===== src/shared/pus_pkg.sv =====
// Shared constants, carrier types and timing for the power-up sequencer.
package pus_pkg;

   // ------------------------------------------------------------------
   // Clock and timing
   // ------------------------------------------------------------------
   localparam int unsigned CLK_HZ         = 40_000_000;
   localparam int unsigned CYC_PER_MS     = CLK_HZ / 1000;
   localparam int unsigned CYC_PER_US     = CLK_HZ / 1_000_000;
   localparam int unsigned PUMP_WAKE_MS   = 10;
   localparam int unsigned STAGGER_MS     = 10;
   localparam int unsigned RELEASE_MS     = 300;
   localparam int unsigned OCP_MASK_MS    = 1;
   localparam int unsigned CLEAR_FILT_NS  = 2500;
   localparam int unsigned BLANK_LONG_NS  = 5000;
   localparam int unsigned BLANK_SHORT_NS = 2500;

   // Least times round up to whole cycles, never below one cycle.
   function automatic int unsigned ns_up(input int unsigned ns);
      int unsigned c;
      c = (ns * CYC_PER_US + 999) / 1000;
      return (c < 1) ? 1 : c;
   endfunction

   localparam int unsigned PUMP_WAKE_CYC   = PUMP_WAKE_MS * CYC_PER_MS;
   localparam int unsigned STAGGER_CYC     = STAGGER_MS * CYC_PER_MS;
   localparam int unsigned RELEASE_CYC     = RELEASE_MS * CYC_PER_MS;
   localparam int unsigned OCP_MASK_CYC    = OCP_MASK_MS * CYC_PER_MS;
   localparam int unsigned CLEAR_FILT_CYC  = ns_up(CLEAR_FILT_NS);
   localparam int unsigned BLANK_LONG_CYC  = ns_up(BLANK_LONG_NS);
   localparam int unsigned BLANK_SHORT_CYC = ns_up(BLANK_SHORT_NS);
   localparam int unsigned CNT_W           = 24;
   localparam int unsigned CHOP_OSC_CLOCKS = 8;
   localparam int unsigned CHOP_CNT_W      = 3;

   // ------------------------------------------------------------------
   // Setup bank 0 layout
   // ------------------------------------------------------------------
   localparam int unsigned    SETUP_W       = 12;
   localparam logic [11:0]    SETUP_RST     = 12'h080;
   localparam int unsigned    SETUP_A_OFF   = 7;
   localparam int unsigned    SETUP_B_OFF   = 8;
   localparam int unsigned    SETUP_C_OFF   = 9;
   localparam int unsigned    SETUP_LDO_ON  = 10;
   localparam int unsigned    BLANK_FIELD_W = 2;
   localparam logic [1:0]     BLANK_SHORT   = 2'h1;
   localparam int unsigned    BRIDGES       = 3;

   // ------------------------------------------------------------------
   // Types
   // ------------------------------------------------------------------
   typedef enum logic [1:0] {
      SEL_GND  = 2'b00,
      SEL_MID  = 2'b01,
      SEL_OPEN = 2'b10
   } pus_sel_t;

   typedef enum logic [1:0] {
      SQ_IDLE    = 2'b00,
      SQ_PUMP    = 2'b01,
      SQ_STAGGER = 2'b10,
      SQ_DONE    = 2'b11
   } pus_seq_t;

   typedef struct packed {
      logic ldo;
      logic c;
      logic b;
      logic a;
   } pus_regs_t;

   typedef struct packed {
      logic       supplyRiseThreshold;
      logic       chanADisable;
      logic       sleepCtrl_n;
      logic       serialStrobe;
      logic       motorChopOsc;
      logic       ldoOcp;
      logic [2:0] phase;
      logic [2:0] currentTrip;
      logic [1:0] supplySelectPin;
   } pus_pins_t;

   localparam int unsigned PINS_W = $bits(pus_pins_t);

endpackage


===== src/rtl/pus_deglitch.sv =====
// Three-stage input synchroniser with a stable-time filter.
module pus_deglitch
   import pus_pkg::*;
#(
   parameter int unsigned   W    = 1,
   parameter int unsigned   FILT = 1,
   parameter logic [W-1:0]  RST  = '0
) (
   // Clock and reset
   input  wire logic          clock,
   input  wire logic          rst_n,
   // Data
   input  wire logic [W-1:0]  din,
   output logic      [W-1:0]  dout
);

   if (FILT < 1 || FILT > 65535) begin : g_bad_filt
      $error("pus_deglitch: FILT out of range");
   end

   typedef struct packed {
      logic [W-1:0] s1;
      logic [W-1:0] s2;
      logic [W-1:0] s3;
      logic [W-1:0] q;
      logic [15:0]  cnt;
   } pus_dg_st_t;

   localparam pus_dg_st_t ST_RST = '{s1: RST, s2: RST, s3: RST, q: RST, cnt: 16'h0000};

   pus_dg_st_t st_ff;
   pus_dg_st_t nxt_st;

   // A change counts only once the second and third stages agree, and only
   // after it has stood for FILT cycles, so shorter pulses never pass.
   always_comb begin
      nxt_st    = st_ff;
      nxt_st.s1 = din;
      nxt_st.s2 = st_ff.s1;
      nxt_st.s3 = st_ff.s2;
      if (st_ff.s2 == st_ff.s3 && st_ff.s3 != st_ff.q) begin
         if (st_ff.cnt >= 16'(FILT - 1)) begin
            nxt_st.q   = st_ff.s3;
            nxt_st.cnt = 16'h0000;
         end else begin
            nxt_st.cnt = st_ff.cnt + 16'h0001;
         end
      end else begin
         nxt_st.cnt = 16'h0000;
      end
   end

   always_ff @(posedge clock or negedge rst_n) begin
      if (!rst_n) begin
         st_ff <= ST_RST;
      end else begin
         st_ff <= nxt_st;
      end
   end

   assign dout = st_ff.q;

endmodule


===== src/rtl/pus_blank_timer.sv =====
// Blanking interval timer and current-trip qualifier for one H-bridge.
module pus_blank_timer
   import pus_pkg::*;
#(
   parameter int unsigned LONG_CYC  = BLANK_LONG_CYC,
   parameter int unsigned SHORT_CYC = BLANK_SHORT_CYC
) (
   // Clock and reset
   input  wire logic        clock,
   input  wire logic        rst_n,
   // Bridge control
   input  wire logic        run,
   input  wire logic        phase,
   input  wire logic        chopTick,
   input  wire logic [1:0]  blankSel,
   // Trip detection
   input  wire logic        currentTrip,
   output logic             blanking,
   output logic             tripQualified
);

   if (LONG_CYC < 1 || LONG_CYC > 65535 || SHORT_CYC < 1 || SHORT_CYC > 65535) begin : g_bad
      $error("pus_blank_timer: blanking length out of range");
   end

   typedef struct packed {
      logic        phasePrev;
      logic [15:0] cnt;
      logic        tripOk;
   } pus_bt_st_t;

   pus_bt_st_t st_ff;
   pus_bt_st_t nxt_st;

   always_comb begin
      nxt_st           = st_ff;
      nxt_st.phasePrev = phase;
      if (phase != st_ff.phasePrev || chopTick) begin
         nxt_st.cnt = (blankSel == BLANK_SHORT) ? 16'(SHORT_CYC) : 16'(LONG_CYC);
      end else if (st_ff.cnt != 16'h0000) begin
         nxt_st.cnt = st_ff.cnt - 16'h0001;
      end
      // Trips during the blanking window come from capacitive inrush, not load.
      nxt_st.tripOk = run & currentTrip & (st_ff.cnt == 16'h0000);
      if (!run) begin
         nxt_st.cnt = 16'h0000;
      end
   end

   always_ff @(posedge clock or negedge rst_n) begin
      if (!rst_n) begin
         st_ff <= '0;
      end else begin
         st_ff <= nxt_st;
      end
   end

   assign blanking      = (st_ff.cnt != 16'h0000);
   assign tripQualified = st_ff.tripOk;

endmodule


===== src/rtl/pus_power_up_sequencer.sv =====
// Start-up sequencer: supply-select capture, pump, converters and reset out.
// Function
// - Open enables B and C, mid B, ground none.
// - Capture select when supply rises past threshold.
// - Pin governs until setup written, then bits 8-10.
// - Open case: B first, C after stagger delay.
// - A on only if bit7 low, disable pin low.
// - Setup bit 7 resets to one.
// - System clear stops everything, restores register defaults.
// - Clear release resamples select, reruns start-up.
// - Deglitch system clear; short low pulses ignored.
// - Pump starts first; converters wait wake delay.
// - LDO follows B at start, setup afterwards.
// - Grounded select: reset output released after 300ms.
// - Mask LDO overcurrent after each regulator start.
// - Strobed enable starts at once if pump runs.
// - Blank trips at phase reversal and chop cycle.
// - Setup bit pairs choose each bridge's blanking length.
module pus_power_up_sequencer
   import pus_pkg::*;
#(
   parameter int unsigned PUMP_CYC  = PUMP_WAKE_CYC,
   parameter int unsigned STAG_CYC  = STAGGER_CYC,
   parameter int unsigned REL_CYC   = RELEASE_CYC,
   parameter int unsigned MASK_CYC  = OCP_MASK_CYC,
   parameter int unsigned FILT_CYC  = CLEAR_FILT_CYC
) (
   // Clock and power-on reset
   input  wire logic                clock,
   input  wire logic                rst_n,
   // Pins from the host and the analog front end
   input  wire logic                systemClear_n,
   input  wire pus_pins_t           pins,
   // Setup bank 0 word from the serial shifter, applied at the strobe
   input  wire logic [SETUP_W-1:0]  setupData,
   // Regulator and pump control
   output pus_regs_t                buckEnable,
   output logic                     pumpEnable,
   output logic                     powerGoodOut_n,
   // Status
   output pus_sel_t                 supplySelectCode,
   output logic [SETUP_W-1:0]       setupValue,
   output logic                     ldoOcpMasked,
   output logic                     ldoOcpTrip,
   // H-bridges
   output logic                     bridgeRun,
   output logic [BRIDGES-1:0]       blanking,
   output logic [BRIDGES-1:0]       tripQualified
);

   // ------------------------------------------------------------------
   // Elaboration checks
   // ------------------------------------------------------------------
   localparam int unsigned CNT_MAX = (1 << CNT_W) - 1;

   if (PUMP_CYC < 1 || PUMP_CYC > CNT_MAX) begin : g_bad_pump
      $error("pus_power_up_sequencer: PUMP_CYC out of range");
   end
   if (STAG_CYC < 1 || STAG_CYC > CNT_MAX) begin : g_bad_stag
      $error("pus_power_up_sequencer: STAG_CYC out of range");
   end
   if (REL_CYC < 1 || REL_CYC > CNT_MAX) begin : g_bad_rel
      $error("pus_power_up_sequencer: REL_CYC out of range");
   end
   if (MASK_CYC < 1 || MASK_CYC > CNT_MAX) begin : g_bad_mask
      $error("pus_power_up_sequencer: MASK_CYC out of range");
   end

   // ------------------------------------------------------------------
   // Input synchronisers
   // ------------------------------------------------------------------
   logic       clearOk;
   pus_pins_t  pin;
   logic [PINS_W-1:0] pinBits;

   // The clear pin idles released, so its filter starts released too.
   pus_deglitch #(
      .W    (1),
      .FILT (FILT_CYC),
      .RST  (1'b1)
   ) u_clear_filt (
      .clock (clock),
      .rst_n (rst_n),
      .din   (systemClear_n),
      .dout  (clearOk)
   );

   pus_deglitch #(
      .W    (PINS_W),
      .FILT (1),
      .RST  ('0)
   ) u_pin_sync (
      .clock (clock),
      .rst_n (rst_n),
      .din   (pins),
      .dout  (pinBits)
   );

   assign pin = pus_pins_t'(pinBits);

   // ------------------------------------------------------------------
   // State
   // ------------------------------------------------------------------
   typedef struct packed {
      pus_seq_t            seq;
      pus_sel_t            sel;
      logic                written;
      logic [SETUP_W-1:0]  setup;
      logic [CNT_W-1:0]    pumpCnt;
      logic [CNT_W-1:0]    stagCnt;
      logic [CNT_W-1:0]    relCnt;
      logic [CNT_W-1:0]    maskCnt;
      logic                pumpOn;
      logic                pumpReady;
      logic                bootB;
      logic                bootC;
      logic                bootLdo;
      logic                powerGood;
      pus_regs_t           regs;
      logic [CHOP_CNT_W-1:0] chopCnt;
      logic                chopTick;
      logic                oscPrev;
      logic                strobePrev;
      logic                ocpTrip;
   } pus_top_st_t;

   localparam pus_top_st_t ST_DEFAULT = '{
      seq:        SQ_IDLE,
      sel:        SEL_GND,
      written:    1'b0,
      setup:      SETUP_RST,
      pumpCnt:    '0,
      stagCnt:    '0,
      relCnt:     '0,
      maskCnt:    '0,
      pumpOn:     1'b0,
      pumpReady:  1'b0,
      bootB:      1'b0,
      bootC:      1'b0,
      bootLdo:    1'b0,
      powerGood:  1'b0,
      regs:       '0,
      chopCnt:    '0,
      chopTick:   1'b0,
      oscPrev:    1'b0,
      strobePrev: 1'b0,
      ocpTrip:    1'b0
   };

   pus_top_st_t st_ff;
   pus_top_st_t nxt_st;

   // ------------------------------------------------------------------
   // Next-state logic
   // ------------------------------------------------------------------
   always_comb begin
      pus_regs_t target;
      pus_sel_t  capSel;
      target = '0;
      capSel = SEL_GND;
      nxt_st = st_ff;
      nxt_st.chopTick   = 1'b0;
      nxt_st.oscPrev    = pin.motorChopOsc;
      nxt_st.strobePrev = pin.serialStrobe;

      // One chopping cycle is eight rising edges of the motor oscillator.
      if (pin.motorChopOsc && !st_ff.oscPrev) begin
         if (st_ff.chopCnt == CHOP_CNT_W'(CHOP_OSC_CLOCKS - 1)) begin
            nxt_st.chopCnt  = '0;
            nxt_st.chopTick = 1'b1;
         end else begin
            nxt_st.chopCnt = st_ff.chopCnt + 1'b1;
         end
      end

      // Strobes are accepted at any time except while clear is held; spurious data during ramp-up is
      // kept out by the host holding off strobes until release.
      if (pin.serialStrobe && !st_ff.strobePrev) begin
         nxt_st.setup   = setupData;
         nxt_st.written = 1'b1;
      end

      case (st_ff.seq)
         SQ_IDLE: begin
            if (pin.supplyRiseThreshold) begin
               // The unused code 2'b11 is taken as ground: no regulator starts.
               case (pin.supplySelectPin)
                  SEL_MID:  capSel = SEL_MID;
                  SEL_OPEN: capSel = SEL_OPEN;
                  default:  capSel = SEL_GND;
               endcase
               nxt_st.sel    = capSel;
               nxt_st.relCnt = '0;
               nxt_st.seq    = SQ_PUMP;
            end
         end
         SQ_PUMP: begin
            if (st_ff.pumpReady) begin
               if (st_ff.sel != SEL_GND) begin
                  nxt_st.bootB   = 1'b1;
                  nxt_st.bootLdo = 1'b1;
               end
               nxt_st.stagCnt = '0;
               nxt_st.seq = (st_ff.sel == SEL_OPEN) ? SQ_STAGGER : SQ_DONE;
            end
         end
         SQ_STAGGER: begin
            if (st_ff.stagCnt == CNT_W'(STAG_CYC - 1)) begin
               nxt_st.bootC = 1'b1;
               nxt_st.seq   = SQ_DONE;
            end else begin
               nxt_st.stagCnt = st_ff.stagCnt + 1'b1;
            end
         end
         SQ_DONE: begin
            nxt_st.seq = SQ_DONE;
         end
         default: begin
            nxt_st.seq = SQ_IDLE;
         end
      endcase

      // Reset output release is timed from the capture, whatever the select.
      if (st_ff.seq != SQ_IDLE && !st_ff.powerGood) begin
         if (st_ff.relCnt == CNT_W'(REL_CYC - 1)) begin
            nxt_st.powerGood = 1'b1;
         end else begin
            nxt_st.relCnt = st_ff.relCnt + 1'b1;
         end
      end

      // Boot values govern until the first setup write, then setup bits do.
      target.a = ~st_ff.setup[SETUP_A_OFF] & ~pin.chanADisable;
      if (st_ff.written) begin
         target.b   = ~st_ff.setup[SETUP_B_OFF];
         target.c   = ~st_ff.setup[SETUP_C_OFF];
         target.ldo = st_ff.setup[SETUP_LDO_ON];
      end else begin
         target.b   = st_ff.bootB;
         target.c   = st_ff.bootC;
         target.ldo = st_ff.bootLdo;
      end

      // The pump never runs before capture; afterwards it runs while any
      // regulator is wanted or the device is awake.
      nxt_st.pumpOn = (st_ff.seq != SQ_IDLE)
                      & ((st_ff.seq == SQ_PUMP) | target.a | target.b | target.c
                         | target.ldo | pin.sleepCtrl_n);
      if (!st_ff.pumpOn) begin
         nxt_st.pumpCnt   = '0;
         nxt_st.pumpReady = 1'b0;
      end else if (!st_ff.pumpReady) begin
         if (st_ff.pumpCnt == CNT_W'(PUMP_CYC - 1)) begin
            nxt_st.pumpReady = 1'b1;
         end else begin
            nxt_st.pumpCnt = st_ff.pumpCnt + 1'b1;
         end
      end

      // A running pump lets a strobed enable take effect at once.
      nxt_st.regs = target & {4{st_ff.pumpReady}};

      // Every regulator start reopens the overcurrent mask window.
      if ((nxt_st.regs & ~st_ff.regs) != 4'h0) begin
         nxt_st.maskCnt = CNT_W'(MASK_CYC);
      end else if (st_ff.maskCnt != '0) begin
         nxt_st.maskCnt = st_ff.maskCnt - 1'b1;
      end
      nxt_st.ocpTrip = pin.ldoOcp & st_ff.regs.ldo & (st_ff.maskCnt == '0);

      // A held clear keeps everything at its defaults; its release sends
      // the sequence back through capture from idle.
      if (!clearOk) begin
         nxt_st = ST_DEFAULT;
      end
   end

   always_ff @(posedge clock or negedge rst_n) begin
      if (!rst_n) begin
         st_ff <= ST_DEFAULT;
      end else begin
         st_ff <= nxt_st;
      end
   end

   // ------------------------------------------------------------------
   // H-bridge blanking
   // ------------------------------------------------------------------
   for (genvar i = 0; i < BRIDGES; i++) begin : g_bridge
      pus_blank_timer #(
         .LONG_CYC  (BLANK_LONG_CYC),
         .SHORT_CYC (BLANK_SHORT_CYC)
      ) u_blank (
         .clock         (clock),
         .rst_n         (rst_n),
         .run           (st_ff.powerGood),
         .phase         (pin.phase[i]),
         .chopTick      (st_ff.chopTick),
         .blankSel      (st_ff.setup[BLANK_FIELD_W*i +: BLANK_FIELD_W]),
         .currentTrip   (pin.currentTrip[i]),
         .blanking      (blanking[i]),
         .tripQualified (tripQualified[i])
      );
   end

   // ------------------------------------------------------------------
   // Outputs
   // ------------------------------------------------------------------
   assign buckEnable       = st_ff.regs;
   assign pumpEnable       = st_ff.pumpOn;
   assign powerGoodOut_n   = st_ff.powerGood;
   assign supplySelectCode = st_ff.sel;
   assign setupValue       = st_ff.setup;
   assign ldoOcpMasked     = (st_ff.maskCnt != '0);
   assign ldoOcpTrip       = st_ff.ocpTrip;
   assign bridgeRun        = st_ff.powerGood;

endmodule


===== config.mk =====
export PLATFORM = sky130hd
export DESIGN_NAME = pus_power_up_sequencer
export DESIGN_NICKNAME = d
export VERILOG_FILES = /design/src/shared/pus_pkg.sv /design/src/rtl/pus_deglitch.sv /design/src/rtl/pus_blank_timer.sv /design/src/rtl/pus_power_up_sequencer.sv
export SDC_FILE = /design/constraint.sdc
export NUM_CORES = 1
export LEC_CHECK = 0
export BUFFER_PORTS_ARGS = -buffer_cell sky130_fd_sc_hd__buf_2
export CORE_ASPECT_RATIO = 0.75
export CORE_UTILIZATION = 57
export CTS_CLUSTER_SIZE = 20
export DETAILED_ROUTE_END_ITERATION = 6
export HOLD_SLACK_MARGIN = 0.15
export PLACE_DENSITY = 0.75
export SLEW_MARGIN = 20
export SYNTH_ARGS = -nofsm -noshare
export SYNTH_HDL_FRONTEND = slang
export SYNTH_SLANG_ARGS = --single-unit

===== constraint.sdc =====
create_clock -name clock -period 2.87 [get_ports clock]
set_input_delay 0.287 -clock clock [delete_from_list [all_inputs] [get_ports clock]]
set_output_delay 0.287 -clock clock [all_outputs]
set_load 0.02 [all_outputs]

# Word-level counts from Yosys, hierarchy flattened
# Index checks and enable logic that the tools add are counted.
[totals] output_inout_bits=29 elab_cells=201 input_bits=29 ff_bits=276
[classes] n_mux=51 addsub=10 bitwise_logic=22 n_reduce_logical=32 magnitude_cmp=2 n_eq_ne=42
[op_table] operator="two-way mux 24 bit" count=11
[op_table] operator="two-way mux 16 bit" count=13
[op_table] operator="two-way mux 130 bit" count=1
[op_table] operator="adder 24 x 1 -> 24 bit (second input constant)" count=3
[op_table] operator="== test 24 x 19 -> 1 bit (second input constant)" count=2
[op_table] operator="zero test 16 bit" count=3
[op_table] operator="case mux 24 bit (2 select lines)" count=1
[op_table] operator="nonzero test 16 bit" count=3
[op_table] operator="subtractor 16 x 1 -> 16 bit (second input constant)" count=3
[op_table] operator="adder 16 x 1 -> 16 bit (second input constant)" count=2
[op_table] operator="== test 24 bit (second input constant)" count=1
[op_table] operator="zero test 24 bit" count=1
[op_table] operator="two-way mux 8 bit" count=3
[op_table] operator="nonzero test 24 bit" count=1
[op_table] operator="subtractor 24 x 1 -> 24 bit (second input constant)" count=1
[op_table] operator="!= test 3 bit (second input constant)" count=7
[op_table] operator="!= test 2 bit (second input constant)" count=10
[op_table] operator="greater-or-equal comparator 16 x 1 -> 1 bit (second input constant)" count=1
[op_table] operator="greater-or-equal comparator 16 x 7 -> 1 bit (second input constant)" count=1
[op_table] operator="== test 14 bit" count=1
[op_table] operator="!= test 14 bit" count=1
[op_table] operator="two-way mux 13 bit" count=1
[op_table] operator="two-way mux 1 bit" count=12
[op_table] operator="AND reduction 2 bit" count=6
[op_table] operator="other kinds (26)" count=70

# Depth between registers and ports, before layout
# Gate-level depths: netlist of the first run.
[logic_depth] ltp_word=9 mapped_depth=9

# Modules after synthesis
# Synthesis of the first run repeated with hierarchy kept, for this count alone.
[hier_totals] cells_unflattened=1247 hier_area_um2=12684.7
[by_module_without_submodules] mod="pus_power_up_sequencer" cells_each=772 seq_area_each_um2=3229.3 instances=1 area_per_inst_um2=7064.3
[by_module_without_submodules] mod="pus_blank_timer" cells_each=99 seq_area_each_um2=450.4 instances=3 area_per_inst_um2=949.7
[by_module_without_submodules] mod="pus_deglitch at u_pin_sync" cells_each=123 seq_area_each_um2=1401.3 instances=1 area_per_inst_um2=2035.7
[by_module_without_submodules] mod="pus_deglitch at u_clear_filt" cells_each=55 seq_area_each_um2=505.5 instances=1 area_per_inst_um2=735.7

# Worst setup path after synthesis of the first run
# OpenSTA, ideal clock, no wires.
[synth_timing] path_type="reg-to-reg" startpoint="register st_ff[26] (netlist name)" endpoint="register st_ff[18] (netlist name)" stages_incl_launch_ff=8 path_slack_ns=0.666 t_arrival_ns=2.116 t_required_ns=2.782 period_less_slack_ns=2.204 n_path_buf=2 setup_ns=0.088 path_cell_list="dfrtp_1 or3_1 buf_2 or4_4 buf_6 nor3_4 inv_2 a211oi_2"
[synth_via] elab_chain_len=2
[synth_lines] element="from (decl)" line_no="pus_power_up_sequencer.sv:150" text="pus_top_st_t st_ff;"
[synth_lines] element="from (signal assigned)" line_no="pus_power_up_sequencer.sv:282" text="st_ff <= nxt_st;"
[synth_lines] element="nonzero test 24 bit"
[synth_lines] element="via ldoOcpMasked" line_no="pus_power_up_sequencer.sv:43" text="output logic ldoOcpMasked,"
[synth_lines] element="!= test 3 bit (no source line)"
# The timed path passes the listed nets, and every way through them passes these cells.
# A chain may end at the register's enable or synchronous reset.

# Worst setup path after layout of the first run
[layout_timing] startpoint="register st_ff[26] (netlist name)" endpoint="output ldoOcpMasked"
[layout_via] elab_chain_len=1
[layout_lines] element="nonzero test 24 bit" line_no="pus_power_up_sequencer.sv:314" text="assign ldoOcpMasked = (st_ff.maskCnt != '0);"
[layout_lines] element="to (decl)" line_no="pus_power_up_sequencer.sv:43"
# No other way between the ends.

==> key figures, run 1 <==
Outcome
  – Status: finished clean

Logic synthesis
  – Cell accounting for the most synthesized area: dfrtp_1
  – Sequential-to-total area share from yosys stat: 51.8%
  – Post-synth ARST share: 100%
  – Syn_area_per_cell: 10.2 um2
  – Ys Warns: 0
  – Commonest cells post-synth: dfrtp_1 (254), nor2_1 (124), nand2_1 (99), xor2_1 (68), a21oi_1 (56)
  – Cells after synthesis: 1226
  – Synth Register Bits: 259
  – Synth top area cells: dfrtp_1 (51%), xor2_1 (4.8%), nor2_1 (3.7%), xnor2_1 (3.0%), nand2_1 (3.0%)
  – Synth unique cells: 75
  – Commonest register cell after synthesis: dfrtp_1
  – Yosys top cell area share: 50.7%
  – Cell Area, Synth: 12500 um2
  – Count of flip-flops with a built-in enable after synthesis: 0
  – Most numerous cell in the Yosys netlist: dfrtp_1

GRT
  – Gr usage total: 24.2%
  – First-pass GRT wire length: 44800 um
  – Largest net degree at the start of global routing: 97
  – Initial antenna violation count: 1
  – Vias in the first global route: 9028
  – Grt ovf: 0

Floorplanning
  – Initial Util: 58.7%
  – I/O Pins: 58
  – Die H: 130 um
  – Total Die Area: 22600 um2
  – Die width: 173 um
  – Row count: 46
  – Core footprint: 21400 um2

Finish
  – Number of fill cells in the layout: 1652
  – Ant. Diodes: 0
  – Nets@finish: 1366
  – Share of cells above drive strength 1: 14.0%
  – Cell area after layout: 14300 um2
  – Final design utilization: 66.9%
  – Area growth syn-to-layout: 14.0%

Critical path
  – Slowest cell on crit path: or4_4
  – CP arrival: 2.50 ns
  – CP top delay family: simple AND/OR/NAND/NOR gates
  – CP Data Required Time: 2.58 ns
  – Crit start category: register
  – Critical path class: register to primary output
  – Critical path's largest stage delay: 0.60 ns
  – Crit-path cells: or3_1 -> or4_4 -> nor3_4 -> inv_2 -> buf_2
  – Critical path buffers and inverters: 2
  – CP max FO: 9
  – Kind of end point of the critical path: primary output

Placement
  – Dpl hpwl: 17800 um
  – Placement Cell Area: 13100 um2
  – Pre-CTS setup slack: 0.478 ns
  – GP Congestion: 0.878
  – PortBufs: 57

Clocking
  – Total CTS buffers: 25
  – CTS tree: built
  – Root buf cell: clkbuf_16
  – Worst skew pair latency: 0.54 ns
  – Clock slew at reported path FFs: 0.07 ns
  – Sink Count: 259
  – Htree depth: 1
  – Clock Tree Buf Depth: 3

Power and ir drop
  – Pleak: 6.57 nW
  – Pwr dens: 550 nW/um2
  – Maximum VDD drop: 0.000505 V

Worst hold path
  – Hold crit path type: primary input to asynchronous set/reset pin

STA
  – Final worst setup slack: 0.0837 ns
  – Max Clk Rate: 359 MHz
  – Setup TNS: 0 ns
  – Unrepaired setup endpoints after global routing: no
  – Final number of setup-violating endpoints: 0
  – Final hold violation count: 0
  – Worst Skew: 0.0165 ns
  – Max-slew headroom: 38.5%
  – Final period util: 97.1%
  – Worst Tran Pin Value: 0.922 ns
  – WHS: 0.345 ns
  – Fin. max-slew vios: 0
  – Final min period: 2.79 ns

Drt
  – Starting DRT DRC Count: 782
  – Vias per inst: 5.80
  – DRC: 0
  – Wire per inst: 16.3 um
  – 1st-pass router iterations: 5
  – Final WL: 26500 um
  – Post-route ant nets: 0
  – DR vias: 9421

Run
  – Number of max-cap violations: 0
## power by group
| part | internal, mW | switching [mW] | total (mW) |
|---|---|---|---|
| Sequential | 3.73 | 0.0666 | 3.79 |
| Combinational | 0.246 | 0.506 | 0.752 |
| Clock | 1.88 | 1.43 | 3.31 |
| Total | 5.85 | 2.00 | 7.85 |
## stage by stage
step / total power, mW / instances
final: 7.85 / 1625
after global routing: 8.16 / 1625
after CTS: 7.92 / 1623
after detailed placement: 4.58 / 1549
after global placement: 4.55 / 1549
after floorplan: 4.31 / 1234
## state kept, by name, summed over array words and instances, names as in the netlist
signal / cells
pumpEnable: 1
ldoOcpTrip: 1
u_pin_sync.nxt_st: 28
bridgeRun: 1
setupValue: 12
supplySelectCode: 2
u_clear_filt.nxt_st: 2
g_bridge.u_blank.tripQualified: 3
u_pin_sync.st_ff: 14
u_pin_sync.dout: 14
u_clear_filt.st_ff: 17
g_bridge.u_blank.st_ff: 51
buckEnable: 4
u_clear_filt.dout: 1
st_ff: 108
## cell type report
type                       instances  area [um2]  area share [%]
clock buffer                      31         678            4.75
clock inverter                    14         155            1.09
inverter                          28         109           0.762
multi-input combinational        886        5630            39.4
sequential                       259        6490            45.4
tap                              288         360            2.52
timing repair buffer             119         868            6.08
## layout by cell type, fill, tap and decap left out, drive strengths merged, types with 13 or more instances in the layout
cell,Yosys,routed
nand3,48,48
nand4,32,32
a21boi,22,22
and3,17,17
ha,18,18
a31oi,16,16
nand2b,18,18
nor4,30,30
nor2,124,124
or4,17,17
dlygate4sd3,0,28
and2,13,13
o31ai,22,22
or3,22,22
dfrtp,254,254
nand2,99,99
inv,27,28
xor2,68,68
xnor2,43,43
clkbuf,26,31
mux2,14,14
nor3,33,33
o21ai,38,38
a21oi,56,56
buf,35,91
## logic make-up after synthesis
logic type | after synthesis | synth area share (%)
adder cells (fa/ha/maj) | 18 | 1.80
other | 1 | 0.0299
multiplexers | 18 | 1.58
XOR/XNOR | 111 | 7.76
AO/OA/AOI/OAI | 222 | 11.9
flip-flops | 259 | 51.8
buffers and inverters | 89 | 3.65
AND/OR/NAND/NOR | 508 | 21.5
## per-layer routing
metal	track usage (%)	part of all wire (%)	up-vias
met3	2.89	3.9	38
met5	0	0	-
met2	37.7	44	195
li1	-	-	4569
met4	6.19	1.9	0
met1	36.3	50	4619
## worst paths after layout
path | from | to | slack, ns | cells past startpoint
max | st_ff[26] | ldoOcpMasked | 0.08 | 5
min | rst_n | g_bridge[2].u_blank.st_ff[2] | 0.35 | 2
max reg2reg | g_bridge[1].u_blank.st_ff[1] | g_bridge[1].u_blank.st_ff[4] | 0.39 | 7
min reg2reg | u_pin_sync.nxt_st[45] | u_pin_sync.nxt_st[31] | 0.35 | 0
max in group asynchronous | rst_n | u_clear_filt.dout | 1.70 | 3
min in group clock | u_pin_sync.nxt_st[45] | u_pin_sync.nxt_st[31] | 0.35 | 0
## timing repair
action	in CTS	in global routing
gates resized for setup	0	5
pin swaps	1	0
setup buffers	1	2
endpoints found under the hold margin	116	0
endpoints found under the setup margin	1	4
hold buffers	28	0
Power figures use the tool's default switching activity.
==> run 2, diff against run 1 <==
--- a/config.mk
+++ b/config.mk
@@ -5,13 +5,14 @@
 export SDC_FILE = /design/constraint.sdc
 export NUM_CORES = 1
 export LEC_CHECK = 0
+export ABC_AREA = 1
 export BUFFER_PORTS_ARGS = -buffer_cell sky130_fd_sc_hd__buf_2
 export CORE_ASPECT_RATIO = 0.75
 export CORE_UTILIZATION = 57
 export CTS_CLUSTER_SIZE = 20
 export DETAILED_ROUTE_END_ITERATION = 6
 export HOLD_SLACK_MARGIN = 0.15
-export PLACE_DENSITY = 0.75
+export PLACE_DENSITY = 0.74
 export SLEW_MARGIN = 20
 export SYNTH_ARGS = -nofsm -noshare
 export SYNTH_HDL_FRONTEND = slang
==> run 2 against run 1 <==
  * Worst hold slack worse by 0.023 ns
  * Non-clock buffer count down 19
  * Via count up 35%
  * Count of clock-buffer cells in the layout rose by 1
  * Largest cell class is now multi-input combinational cells
  * Largest power group unchanged
==> key figures, run 2 <==
STA
  – Final number of setup-violating endpoints: 0
  – Fin. max-slew vios: 0
  – Worst Tran Pin Value: 0.751 ns
  – Setup TNS: 0 ns
  – Final hold violation count: 0
  – Final period util: 87.9%
  – Worst Skew: 0.0117 ns
  – Final min period: 2.52 ns
  – Unrepaired setup endpoints after global routing: no
  – Max-slew headroom: 49.8%
  – Max Clk Rate: 396 MHz

Logic synthesis
  – Most numerous cell in the Yosys netlist: nand2_1
  – Count of flip-flops with a built-in enable after synthesis: 0
  – Synth Register Bits: 259
  – Syn_area_per_cell: 7.44 um2
  – Synth top area cells: dfrtp_1 (44%), nand2_1 (13%), nor2_1 (8.0%), nand3_1 (6.0%), inv_1 (5.6%)
  – Ys Warns: 0
  – Cell accounting for the most synthesized area: dfrtp_1
  – Cell Area, Synth: 14400 um2
  – Synth unique cells: 56
  – Cells after synthesis: 1938
  – Commonest cells post-synth: nand2_1 (513), nor2_1 (308), dfrtp_1 (254), inv_1 (216), nand3_1 (172)
  – Post-synth ARST share: 100%
  – Yosys top cell area share: 44.1%
  – Commonest register cell after synthesis: dfrtp_1
  – Sequential-to-total area share from yosys stat: 45.0%

Finish
  – Most frequent cells in the layout: nand2_1 (513), nor2_1 (308), dfrtp_1 (254)
  – Nets@finish: 2057
  – Max FFs per register: 108
  – Largest reg by FF count: st_ff
  – Area growth syn-to-layout: 12.4%
  – Share of cells above drive strength 1: 8.91%
  – Cell area after layout: 16200 um2
  – Final design utilization: 66.4%
  – Ant. Diodes: 0
  – Commonest non-fill, non-tap cell in the layout: nand2_1

Clocking
  – Setup Fix Bufs, Post-CTS: 0
  – Clock Tree Buf Depth: 3
  – Total CTS buffers: 27
  – Worst skew pair latency: 0.54 ns
  – CTS tree: built
  – Htree depth: 1
  – Clock slew at reported path FFs: 0.06 ns
  – Root buf cell: clkbuf_16
  – Sink Count: 259

Drt
  – Wire per inst: 14.7 um
  – 1st-pass router iterations: 6
  – Starting DRT DRC Count: 1171
  – DRC: 0
  – Vias per inst: 5.38
  – Post-route ant nets: 0
  – Final WL: 34800 um
  – DR vias: 12700

Worst hold path
  – Hold crit path type: primary input to asynchronous set/reset pin

GRT
  – Grt ovf: 0
  – Gr usage total: 28.0%
  – First-pass GRT wire length: 58900 um
  – Largest net degree at the start of global routing: 82
  – Initial antenna violation count: 0
  – Vias in the first global route: 11800

Floorplanning
  – Die H: 140 um
  – Core footprint: 24400 um2
  – Total Die Area: 25900 um2
  – Die width: 186 um
  – Initial Util: 59.1%
  – I/O Pins: 58
  – Row count: 49

Critical path
  – Critical path class: register to primary output
  – CP Data Required Time: 2.58 ns
  – CP arrival: 2.24 ns
  – Crit start category: register
  – Kind of end point of the critical path: primary output
  – CP max FO: 5

Power and ir drop
  – Maximum VDD drop: 0.000650 V
  – Pleak: 8.05 nW
  – Pwr dens: 673 nW/um2

Placement
  – GP Congestion: 0.970
  – Placement Cell Area: 14900 um2
  – Dpl hpwl: 24600 um
  – PortBufs: 57

Run
  – Number of max-cap violations: 0

Outcome
  – Status: finished clean
## run 2: cell types whose count changed after synthesis, moves of 18 or more
cell     delta
nor4_1     -18
or3_1      -22
nand3_1   +124
o21ai_0    +18
nor2_1    +184
xnor2_1    -33
inv_1     +190
o31ai_1    -22
nand4_1    +40
nand2_1   +414
xor2_1     -29
## run 2: area by class of cell
type                    count  area, um2
clock buffers              32        724
fillers                  2137       8200
well taps                 331        414
clock inverters            18        307
inverters                 223        837
multi-input cells        1399       6710
repair buffers            100        726
flip-flops and latches    259       6490
## run 2: logic make-up after synthesis
group / Yosys count / share of synthesized area, %
buf+inv: 288 / 8.66
other cells: 1 / 0.0260
xor+xnor: 49 / 2.98
flops: 259 / 45.0
fa+ha+maj: 18 / 1.56
simple gates: 1164 / 35.2
compound gates: 159 / 6.55
## run 2: power breakdown
group | total [mW] | internal, mW | switching (mW)
clock network | 4.02 | 2.53 | 1.49
registers | 4.19 | 3.90 | 0.294
logic | 2.69 | 0.848 | 1.84
## run 2: worst paths after layout
check | startpoint | end | slack (ns) | depth (start not counted)
max | st_ff[17] | ldoOcpMasked | 0.35 | 8
min | rst_n | g_bridge[2].u_blank.st_ff[16] | 0.32 | 2
max reg2reg | st_ff[128] | st_ff[60] | 0.49 | 7
min reg2reg | u_pin_sync.nxt_st[57] | u_pin_sync.nxt_st[43] | 0.35 | 0
max in group asynchronous | rst_n | st_ff[59] | 1.65 | 3
min in group clock | u_pin_sync.nxt_st[57] | u_pin_sync.nxt_st[43] | 0.35 | 0
## run 2: routing by layer
| layer | part of all wire (%) | track usage, % | vias up |
|---|---|---|---|
| li1 | - | - | 6330 |
| met1 | 50 | 44.2 | 5901 |
| met2 | 42 | 41.1 | 428 |
| met3 | 6.6 | 3.35 | 37 |
| met4 | 1.6 | 5.48 | 0 |
| met5 | 0 | 0 | - |
## run 2: worst max-delay path: stages (launching register included)
cell and delay, ns:
dfrtp_1 0.39, inv_1 0.15, ha_1 0.21, nand3_1 0.09, nor2_1 0.11, nand2_1 0.06, nor2_1 0.36, inv_1 0.14
buf_2 0.19
## run 2: timing repair
action                                  in CTS  in global routing
endpoints found under the setup margin       0                  0
hold buffers                                28                  0
resized for setup                            0                  0
hold endpoints to repair                   104                  0
## run 2: metrics by stage
step	setup slack (ns)	hold WS, ns	cells	total power, mW
finish	0.347	0.323	2362	10.9
global route	0.193	0.353	2362	11.5
CTS	0.360	0.333	2362	11.0
detailed placement	0.574	0.309	2284	6.86
global placement	0.666	0.304	2284	6.81
floorplan	1.21	-0.00859	1946	6.28
==> run 3, diff against run 2 <==
--- a/config.mk
+++ b/config.mk
@@ -5,14 +5,14 @@
 export SDC_FILE = /design/constraint.sdc
 export NUM_CORES = 1
 export LEC_CHECK = 0
-export ABC_AREA = 1
 export BUFFER_PORTS_ARGS = -buffer_cell sky130_fd_sc_hd__buf_2
 export CORE_ASPECT_RATIO = 0.75
 export CORE_UTILIZATION = 57
+export CTS_CLUSTER_DIAMETER = 80
 export CTS_CLUSTER_SIZE = 20
 export DETAILED_ROUTE_END_ITERATION = 6
 export HOLD_SLACK_MARGIN = 0.15
-export PLACE_DENSITY = 0.74
+export PLACE_DENSITY = 0.75
 export SLEW_MARGIN = 20
 export SYNTH_ARGS = -nofsm -noshare
 export SYNTH_HDL_FRONTEND = slang
==> run 3 against run 2 <==
  * Sequential cell count stayed put
  * Via count decreased by 26%
  * Worst hold slack gained 0.028 ns
  * Largest cell class is now registers
  * Final cell count is 32% lower
  * First-iteration DRC count fell by 36%
  * Worst setup slack lost 0.22 ns
  * Die area is 13% lower
  * Count of clock-buffer cells in the layout decreased by 8
  * Total power fell by 38%
  * Cell area fell by 14%
  * Clock skew up 0.011 ns
  * Clock power decreased by 45%
==> key figures, run 3 (synthesis gave the netlist of run 1 again) <==
STA
  – Fin. max-slew vios: 0
  – Final worst setup slack: 0.122 ns
  – Final number of setup-violating endpoints: 0
  – Worst Tran Pin Value: 0.928 ns
  – Setup TNS: 0 ns
  – Final min period: 2.75 ns
  – Final period util: 95.8%
  – Unrepaired setup endpoints after global routing: no
  – Final hold violation count: 0
  – Worst Skew: 0.0223 ns
  – Max-slew headroom: 38.1%
  – WHS: 0.351 ns
  – Max Clk Rate: 364 MHz

Power and ir drop
  – Maximum VDD drop: 0.000459 V
  – P_int: 5.02 mW
  – Sw Ratio: 25.7%
  – Pwr dens: 487 nW/um2
  – Gate power share: 11.2%
  – Switching power of the nets: 1.74 mW
  – Sequential share of power: 56.1%
  – Total power: 6.76 mW
  – Pleak: 6.37 nW
  – Clock share of power: 32.7%

Drt
  – DR vias: 9378
  – Wire per inst: 16.2 um
  – Final WL: 26000 um
  – Vias per inst: 5.85
  – DRC: 0
  – Post-route ant nets: 0
  – Starting DRT DRC Count: 746
  – 1st-pass router iterations: 6

GRT
  – Initial antenna violation count: 1
  – Met1 usage: 35.5%
  – Gr usage total: 23.7%
  – Met2 global-route usage: 37.5%
  – First-pass GRT wire length: 44000 um
  – Met3 GRT Util: 2.95%
  – Grt peak-use layer: met2
  – Grt ovf: 0
  – Vias in the first global route: 8880
  – Largest net degree at the start of global routing: 97

Clocking
  – Root buf cell: clkbuf_16
  – Total CTS buffers: 16
  – Clock slew at reported path FFs: 0.08 ns
  – Clock Tree Buf Depth: 3
  – Sink Count: 259
  – Worst skew pair latency: 0.50 ns
  – CTS tree: built
  – Htree depth: 1

Finish
  – Area growth syn-to-layout: 10.7%
  – Share of cells above drive strength 1: 12.0%
  – Final Non-Filler Cells: 1603
  – Nets@finish: 1355
  – Largest reg by FF count: st_ff
  – Max FFs per register: 108
  – Ant. Diodes: 0
  – Commonest non-fill, non-tap cell in the layout: dfrtp_1
  – Most frequent cells in the layout: dfrtp_1 (254), nor2_1 (124), nand2_1 (99)

Floorplanning
  – Total Die Area: 22600 um2
  – Row count: 46
  – Die width: 173 um
  – Core footprint: 21400 um2
  – Die H: 130 um
  – I/O Pins: 58
  – Initial Util: 58.7%

Placement
  – DP Cell Count: 1549
  – PortBufs: 57
  – Pre-CTS setup slack: 0.478 ns
  – GP Congestion: 0.878
  – Dpl hpwl: 17800 um

Critical path
  – R2R cell count: 7
  – CP max FO: 9
  – Critical path class: register to primary output
  – Kind of end point of the critical path: primary output
  – Crit start category: register
  – CP arrival: 2.46 ns
  – CP Data Required Time: 2.58 ns

Worst hold path
  – Hold crit path type: register to register
  – Hold depth: 0

Outcome
  – Status: finished clean

Run
  – Number of max-cap violations: 0
[run 3: cell count changes in the layout (fill, tap and decap cells not counted), sizes merged, moves of 29 or more]
cell / delta
o21ai: -35
xor2: +29
inv: -198
nand2: -421
nor2: -191
xnor2: +33
nand3: -127
nand4: -42
[run 3: stage by stage]
step	instance area [um2]	utilization, %
global placement	13100	61.5
finish	13900	65.0
CTS	13900	64.9
floorplan	12600	-
detailed placement	13100	61.5
global route	13900	65.0
[run 3: metal layers]
layer  routed length, um  share of wire [%]  vias to the layer above
li1                    -                  -                     4515
met1               12900                 49                     4623
met2               11600                 44                      210
met3                1150                4.4                       30
met4                 411                1.6                        0
met5                   0                  0                        -
[run 3: power by group through the flow]
stage / Clock, mW / Combinational [mW] / Sequential (mW)
6_report: 2.21 / 0.756 / 3.79
5_1_grt: 2.40 / 0.842 / 3.80
4_1_cts: 2.28 / 0.752 / 3.79
3_5_place_dp: 0 / 0.717 / 3.86
3_3_place_gp: 0 / 0.701 / 3.85
2_1_floorplan: 0 / 0.465 / 3.85
[run 3: worst max-delay path: stages (launching register included)]
cell and delay [ns]:
dfrtp_1 0.40, or3_1 0.49, or4_4 0.60, nor3_4 0.22, inv_2 0.09, buf_2 0.17
[run 3: final timing paths]
path                       slack (ns)                    startpoint                      endpoint
max in group asynchronous        1.67                         rst_n             u_clear_filt.dout
min reg2reg                      0.35         u_pin_sync.nxt_st[47]         u_pin_sync.nxt_st[33]
max                              0.12                     st_ff[26]                  ldoOcpMasked
min                              0.35         u_pin_sync.nxt_st[47]         u_pin_sync.nxt_st[33]
max reg2reg                      0.41  g_bridge[1].u_blank.st_ff[1]  g_bridge[1].u_blank.st_ff[4]
min in group asynchronous        0.37                         rst_n  g_bridge[2].u_blank.st_ff[2]
[run 3: layout make-up]
class,instances,area [um2]
clock buffers,24,430
fillers,1703,7480
well taps,288,360
repair buffers,117,853
flip-flops and latches,259,6490
clock inverters,1,16.3
inverters,28,109
multi-input cells,886,5620
[run 3: timing repair]
item / in CTS / in global routing
pin swaps: 1 / 0
hold endpoints to repair: 116 / 0
buffers inserted: 1 / 0
gates resized for setup: 0 / 3
hold buffers: 28 / 0
setup endpoints to repair: 1 / 2
